===== src/pkg/timeout_guard_cfg.svh =====
// offsets, field positions, reset values and timing counts of the timeout guard
// assumes a byte-addressed register bus with one 32-bit word per register
`ifndef TIMEOUT_GUARD_CFG_SVH
`define TIMEOUT_GUARD_CFG_SVH

`define TG_CTRL_OFS 4'h0
`define TG_CAUSE_OFS 4'h4

`define TG_FLAG_BIT 7
`define TG_IE_BIT 6
`define TG_SEL3_BIT 5
`define TG_UNLOCK_BIT 4
`define TG_RE_BIT 3
`define TG_CAUSE_BIT 3

`define TG_CTRL_RESET 8'h00
`define TG_SEL_RESET 4'h0
`define TG_SEL_MAX 4'h9
`define TG_UNLOCK_CYCLES 3'h4
`define TG_RESET_VECTOR 16'h0000

`define TG_OSC_HZ 128000
`define TG_SHORT_MS 16
`define TG_BASE_CYCLES (`TG_OSC_HZ * `TG_SHORT_MS / 1000)

`endif


===== src/pkg/timeout_guard_pkg.sv =====
// types shared by the timeout guard
// assumes nothing of its surroundings
`default_nettype none
package timeout_guard_pkg;

    typedef enum logic [1:0] {
        mode_stopped,
        mode_irq,
        mode_reset,
        mode_irq_reset
    } guard_mode_e;

endpackage : timeout_guard_pkg
`default_nettype wire


===== src/design/timeout_guard.sv =====
// timeout guard: mode control, timed unlock, period select and expiry actions
// assumes the core gives restart and vector-taken pulses and a free oscillator level
//
// Added by the designer: the register offsets and the Avalon-MM interface to the registers.
`timescale 1ns/1ps
`default_nettype none
`include "timeout_guard_cfg.svh"

// Operation
// RQ1 - interrupt request needs enable and global enable
// RQ2 - interrupt-only mode interrupts, never resets
// RQ3 - mode decode: stopped, interrupt, reset, interrupt-then-reset
// RQ4 - fuse programmed forces reset mode
// RQ5 - combined mode: first expiry sets flag
// RQ6 - vector taken clears enable and flag
// RQ7 - combined mode: unserviced second expiry resets
// RQ8 - software re-arms interrupt enable after each interrupt
// RQ9 - clearing reset enable or select needs unlock
// RQ10 - unlock self-clears after four clocks
// RQ11 - cause flag holds reset enable set
// RQ12 - software clears cause flag before reset enable
// RQ13 - select maps to 2048 cycles doubling per code
// RQ14 - periods span 16 ms to 8 s
// RQ15 - guard reset goes to vector zero
// RQ16 - unlock write then new values within four clocks
// RQ17 - writing one clears the interrupt flag
// RQ18 - cause flag set by guard reset, cleared by zero
// RQ19 - count cycles of the separate slow oscillator
// RQ20 - restart or select change zeroes the counter
// RQ21 - oscillator passes a synchroniser before counting
module timeout_guard #(
    parameter int BASE_CYCLES = `TG_BASE_CYCLES,
    parameter int CNT_W = 21
) (
    // clock and reset
    input wire logic sys_clk,
    input wire logic srst,
    // register bus
    input wire logic [3:0] address,
    input wire logic read,
    input wire logic write,
    input wire logic [31:0] writedata,
    input wire logic [3:0] byteenable,
    output logic [31:0] readdata,
    output logic waitrequest,
    // core side
    input wire logic restart_req,
    input wire logic global_irq_enable,
    input wire logic vector_ack,
    input wire logic always_on_fuse_n,
    input wire logic osc_clk_in,
    output logic irq_req,
    output logic sys_reset_req,
    output logic [15:0] reset_vector
);

    // control state
    logic timeout_irq_flag;
    logic timeout_irq_enable;
    logic timeout_reset_enable;
    logic change_unlock;
    logic [2:0] unlock_cnt;
    logic [3:0] timeout_select;
    logic watchdog_reset_cause_flag;
    logic next_timeout_irq_flag;
    logic next_timeout_irq_enable;
    logic next_timeout_reset_enable;
    logic next_change_unlock;
    logic [2:0] next_unlock_cnt;
    logic [3:0] next_timeout_select;
    logic next_watchdog_reset_cause_flag;
    logic next_irq_req;
    logic next_sys_reset_req;

    // bus state
    logic [31:0] next_readdata;
    logic next_waitrequest;

    // counter state
    logic osc_s1;
    logic osc_s2;
    logic osc_prev;
    logic [CNT_W-1:0] cnt;
    logic [CNT_W-1:0] next_cnt;

    // decoded terms
    logic fuse_on;
    logic re_eff;
    logic ie_eff;
    logic [3:0] sel_eff;
    logic [CNT_W-1:0] period;
    logic tick;
    logic expiry;
    logic ctrl_wr;
    logic cause_wr;
    logic [7:0] wd;
    logic [7:0] ctrl_rdval;
    timeout_guard_pkg::guard_mode_e mode;

    always_comb begin
        fuse_on = !always_on_fuse_n;
        re_eff = timeout_reset_enable | watchdog_reset_cause_flag | fuse_on; // RQ4 RQ11
        ie_eff = timeout_irq_enable & !fuse_on; // RQ4
        unique case ({re_eff, ie_eff}) // RQ3
            2'b00: mode = timeout_guard_pkg::mode_stopped;
            2'b01: mode = timeout_guard_pkg::mode_irq;
            2'b10: mode = timeout_guard_pkg::mode_reset;
            2'b11: mode = timeout_guard_pkg::mode_irq_reset;
        endcase
        // reserved select codes run at the longest period
        sel_eff = (timeout_select > `TG_SEL_MAX) ? `TG_SEL_MAX : timeout_select;
        period = CNT_W'(BASE_CYCLES) << sel_eff; // RQ13 RQ14
        tick = osc_s2 & !osc_prev; // RQ19
        expiry = (mode != timeout_guard_pkg::mode_stopped) && tick && !restart_req
            && (cnt == period - CNT_W'(1));
        wd = writedata[7:0];
        ctrl_wr = write && !waitrequest && (address == `TG_CTRL_OFS) && byteenable[0];
        cause_wr = write && !waitrequest && (address == `TG_CAUSE_OFS) && byteenable[0];
        ctrl_rdval = {timeout_irq_flag, ie_eff, timeout_select[3], change_unlock,
            re_eff, timeout_select[2:0]}; // RQ11
    end

    // bus: waitrequest drops for one cycle after a request is seen
    always_comb begin
        next_waitrequest = !((read || write) && waitrequest);
        next_readdata = readdata;
        if (read && waitrequest) begin
            unique case (address)
                `TG_CTRL_OFS: next_readdata = {24'h000000, ctrl_rdval};
                `TG_CAUSE_OFS: next_readdata = {28'h0000000, watchdog_reset_cause_flag, 3'h0};
                default: next_readdata = 32'h00000000;
            endcase
        end
    end

    always_ff @(posedge sys_clk) begin
        if (srst) begin
            waitrequest <= 1'b1;
            readdata <= 32'h00000000;
        end else begin
            waitrequest <= next_waitrequest;
            readdata <= next_readdata;
        end
    end

    // control register, flags and expiry actions
    always_comb begin
        next_timeout_irq_flag = timeout_irq_flag;
        next_timeout_irq_enable = timeout_irq_enable;
        next_timeout_reset_enable = timeout_reset_enable;
        next_change_unlock = change_unlock;
        next_unlock_cnt = unlock_cnt;
        next_timeout_select = timeout_select;
        next_watchdog_reset_cause_flag = watchdog_reset_cause_flag;
        next_sys_reset_req = 1'b0;
        if (change_unlock) begin
            next_unlock_cnt = unlock_cnt - 3'h1;
            if (unlock_cnt == 3'h1) begin
                next_change_unlock = 1'b0; // RQ10
            end
        end
        if (ctrl_wr) begin
            if (wd[`TG_FLAG_BIT]) begin
                next_timeout_irq_flag = 1'b0; // RQ17
            end
            next_timeout_irq_enable = wd[`TG_IE_BIT];
            // a second unlock write inside the window does not stretch it
            if (wd[`TG_UNLOCK_BIT] && wd[`TG_RE_BIT] && !change_unlock) begin
                next_change_unlock = 1'b1; // RQ16
                next_unlock_cnt = `TG_UNLOCK_CYCLES; // RQ10
            end
            if (wd[`TG_RE_BIT]) begin
                next_timeout_reset_enable = 1'b1;
            end else if (change_unlock) begin
                next_timeout_reset_enable = 1'b0; // RQ9
            end
            if (change_unlock) begin
                next_timeout_select = {wd[`TG_SEL3_BIT], wd[2:0]}; // RQ9
            end
        end
        if (vector_ack) begin
            next_timeout_irq_enable = 1'b0; // RQ6
            next_timeout_irq_flag = 1'b0; // RQ6
        end
        if (cause_wr && !wd[`TG_CAUSE_BIT]) begin
            next_watchdog_reset_cause_flag = 1'b0; // RQ18
        end
        if (fuse_on) begin
            next_timeout_irq_enable = 1'b0; // RQ4
        end
        if (expiry) begin
            if (!re_eff || (ie_eff && !timeout_irq_flag)) begin
                next_timeout_irq_flag = 1'b1; // RQ2 RQ5
            end else begin
                // guard reset: reset mode, or flag still pending in combined mode
                next_sys_reset_req = 1'b1; // RQ4 RQ7
                next_watchdog_reset_cause_flag = 1'b1; // RQ18
                next_timeout_irq_flag = 1'b0;
                next_timeout_irq_enable = 1'b0;
                next_timeout_reset_enable = 1'b0;
                next_timeout_select = `TG_SEL_RESET;
            end
        end
        next_irq_req = timeout_irq_flag & ie_eff & global_irq_enable; // RQ1
    end

    always_ff @(posedge sys_clk) begin
        if (srst) begin
            timeout_irq_flag <= 1'b0;
            timeout_irq_enable <= 1'b0;
            timeout_reset_enable <= 1'b0;
            change_unlock <= 1'b0;
            unlock_cnt <= 3'h0;
            timeout_select <= `TG_SEL_RESET;
            watchdog_reset_cause_flag <= 1'b0;
            irq_req <= 1'b0;
            sys_reset_req <= 1'b0;
            reset_vector <= `TG_RESET_VECTOR;
        end else begin
            timeout_irq_flag <= next_timeout_irq_flag;
            timeout_irq_enable <= next_timeout_irq_enable;
            timeout_reset_enable <= next_timeout_reset_enable;
            change_unlock <= next_change_unlock;
            unlock_cnt <= next_unlock_cnt;
            timeout_select <= next_timeout_select;
            watchdog_reset_cause_flag <= next_watchdog_reset_cause_flag;
            irq_req <= next_irq_req;
            sys_reset_req <= next_sys_reset_req;
            reset_vector <= `TG_RESET_VECTOR; // RQ15
        end
    end

    // oscillator synchroniser and period counter
    always_comb begin
        next_cnt = cnt;
        if ((mode == timeout_guard_pkg::mode_stopped) || restart_req || next_sys_reset_req
            || (next_timeout_select != timeout_select)) begin
            next_cnt = '0; // RQ20
        end else if (tick) begin
            next_cnt = expiry ? '0 : cnt + CNT_W'(1);
        end
    end

    always_ff @(posedge sys_clk) begin
        if (srst) begin
            osc_s1 <= 1'b0;
            osc_s2 <= 1'b0;
            osc_prev <= 1'b0;
            cnt <= '0;
        end else begin
            osc_s1 <= osc_clk_in; // RQ21
            osc_s2 <= osc_s1;
            osc_prev <= osc_s2;
            cnt <= next_cnt;
        end
    end
endmodule : timeout_guard
`default_nettype wire


===== config.mk =====
export PLATFORM = sky130hd
export DESIGN_NAME = timeout_guard
export DESIGN_NICKNAME = d
export VERILOG_FILES = /design/src/pkg/timeout_guard_pkg.sv /design/src/design/timeout_guard.sv
export VERILOG_INCLUDE_DIRS = /design/src /design/src/pkg
export SDC_FILE = /design/constraint.sdc
export NUM_CORES = 1
export LEC_CHECK = 0
export ABC_CLOCK_PERIOD_IN_PS = 6940
export BUFFER_PORTS_ARGS = -buffer_cell sky130_fd_sc_hd__buf_2
export CORE_UTILIZATION = 55
export CTS_CLUSTER_SIZE = 14
export DETAILED_ROUTE_END_ITERATION = 12
export GPL_TIMING_DRIVEN = 1
export PLACE_DENSITY_LB_ADDON = 0.2
export SLEW_MARGIN = 20
export SYNTH_ARGS = -nofsm -noshare
export SYNTH_HDL_FRONTEND = slang
export SYNTH_SLANG_ARGS = --single-unit
export TNS_END_PERCENT = 1

===== constraint.sdc =====
create_clock -name sys_clk -period 6.94 [get_ports sys_clk]
set_clock_uncertainty 0.2 [all_clocks]
set_input_delay 0.694 -clock sys_clk [delete_from_list [all_inputs] [get_ports sys_clk]]
set_output_delay 0.694 -clock sys_clk [all_outputs]
set_load 0.005 [all_outputs]

==> run metrics <==
status complete, no violations; # setup viols final 0; post-CTS setup buffers 0; clock sink count 47; global routing's busiest layer met2; Clock Latency Late Sink 300 ps; Vias per Instance 5.29; pin count of the biggest net entering global routing 28; Max clock buf depth 2; IO buf count 32; Final GP Congestion 0.789; Hold Path Class register to register; hpwl dp 3730 um; Async S/R FF share, synth 0%; post-CTS resize count 0; initial antenna violation count 0; Worst-path clk slew about 90 ps; Pwr per Cell Area 163 nW/um^2; #FFs+latches synth 47; peak supply drop 0.000120 V; CTS root buf clkbuf_8; Core ar. 5140 um^2; met2 usage 31.7%; Placed Instance Area 2920 um^2; Die X 75.1 um; RSZ-0062 raised after global routing false; Post-synth EDFFs 0; antenna-violating nets left 0; row count 26; Initial Utilization a little under three fifths; diode count 0; vias in the first global route 1923; Mapped Cells 334; top post-synthesis cells by area dfxtp_1 (32%), buf_4 (10%), xnor2_1 (6.8%); TritonCTS clock tree built; global-route wire length before repair 8480 um; Slew HR 32.8%; Worst Hold Path Cells 1; Crit Path Class register to register; Fmax achieved 0.276 GHz; GR Util met1 25.8%; I/O Pins 100; CP Max Fanout 23; CP max stage delay 630 ps; Vias 2250; Die ar. 5640 um^2; total negative slack 0 ps; minimum clock period 3620 ps; Max Cap Violations 0; total gr overflow 0; cell accounting for the most synthesized area dfxtp_1; final instance area between 3000 and 4000 um^2; post-synthesis sequential area ratio 32.0%; gr usage total 19.5%; nets 408; Yosys cell types 58; DR pass1 iterations 4; WL final 5270 um; Critical Path RT 6880 ps; Synth Cell Area 2940 um^2; R2R cell count 8; Hold Vio Cnt, Final 0; Leakage 1.08 nW; met3 Usage GRT 4.02%; CP Depth 8; crit-path leading delay family simple AND/OR/NAND/NOR gates; critical path buffer and inverter count 1; Data arrival, critical path 3570 ps; area share of the largest cell type after synthesis between 30% and 40%; Tightest Pin Transition 1010 ps; FILL cells 476; Die Ht 75.1 um; initial drt markers 96; share of cells above drive strength 1 between 10% and 20%; DR DRC count 0; Top FF cell, synth dfxtp_1; # hold bufs at CTS 0; Final Cycle Share a little over half; Slew Limit Fails 0; Startpoint Class register; syn avg cell area 8.81 um^2; total CTS buffers 5; crit-path cells or4_4 -> ha_1 -> xor2_1 -> nand3b_1 -> a2111oi_0 -> and4_1 -> buf_4 -> nor3_2; Area Growth Syn to Fin 3.02%; CTS H-tree depth 2; CP Capture Type register; Ys Warns 0; slowest CP cell or4_4; drt wl/cell 12.4 um
-- power by group --
group	switching [W]	internal (W)	total, W
logic	0.0000186	0.00000824	0.0000268
clock network	0.0000911	0.000105	0.000196
registers	0.000000959	0.000271	0.000272
-- logic make-up (layout without fill, tap and decap cells) --
family / Yosys count / after routing / synth area share (%)
XOR/XNOR: 29 / 29 / 8.63
flip-flops: 47 / 47 / 32.0
other: 1 / 40 / 0.127
AND/OR/NAND/NOR: 127 / 127 / 27.1
multiplexers: 8 / 8 / 2.98
buffers and inverters: 68 / 50 / 15.5
AO/OA/AOI/OAI: 50 / 50 / 12.0
adder cells (fa/ha/maj): 4 / 4 / 1.70
-- per-layer routing --
metal,share of wire [%],vias to the layer above
met5,0,-
met4,1.1,0
met3,4.9,5
met2,48,73
met1,46,1034
li1,-,1138
-- per-stage QoR --
stage | hold WS [ps] | utilization, % | instances | worst slack [ps] | power (W)
detailed placement | 240 | 56.9 | 418 | 3360 | 0.000305
floorplan | 214 | - | 373 | 4190 | 0.000311
CTS | 260 | 59.0 | 425 | 3340 | 0.000499
global placement | 218 | 56.9 | 418 | 3360 | 0.000304
global route | 269 | 59.0 | 425 | 3080 | 0.000513
finish | 255 | 59.0 | 425 | 3320 | 0.000495
-- synthesized netlist by cell type, types with 8 or more instances --
cell,n
buf_2,8
nor2_1,25
a21oi_1,11
buf_4,41
dfxtp_1,47
nand3_1,10
xnor2_1,23
nor3_1,14
nor3_2,16
nand2_1,19
inv_1,10
-- flip-flops by register name, summed over array words and instances (netlist names) --
signal	count
cnt	21
osc_s1	1
unlock_cnt	3
waitrequest	1
sys_reset_req	1
osc_prev	1
irq_req	1
change_unlock	1
readdata	8
timeout_reset_enable	1
timeout_irq_flag	1
timeout_irq_enable	1
watchdog_reset_cause_flag	1
timeout_select	4
osc_s2	1
-- layout by cell type, fill, tap and decap left out, types with 6 or more instances in the layout --
master,synthesis,layout
a21oi_1,11,11
a22oi_1,6,6
buf_2,8,32
conb_1,1,40
dfxtp_1,47,47
inv_1,10,10
nand2_1,19,19
nand3_1,10,10
nand4_1,6,6
nor2_1,25,25
nor2b_1,6,6
nor3_1,14,14
nor3_2,16,16
o21ai_0,6,6
xnor2_1,23,23
xor2_1,6,6
-- worst paths after layout --
check / start / endpoint / slack (ps)
worst max-delay path: timeout_select[2] / cnt[5] / 3320
worst min register to register: osc_s1 / osc_s2 / 260
worst max register to register: timeout_select[2] / cnt[5] / 3320
worst min-delay path: osc_s1 / osc_s2 / 260
-- layout make-up --
cell class | instances | area [um^2] | share of cell area (%)
Tap cell | 70 | 87.6 | 2.89
Multi-Input combinational cell | 258 | 1690 | 55.8
Clock inverter | 2 | 37.5 | 1.24
Clock buffer | 5 | 68.8 | 2.27
Sequential cell | 47 | 941 | 31.0
Timing Repair Buffer | 33 | 168 | 5.53
Inverter | 10 | 37.5 | 1.24
Power figures use the tool's default switching activity.
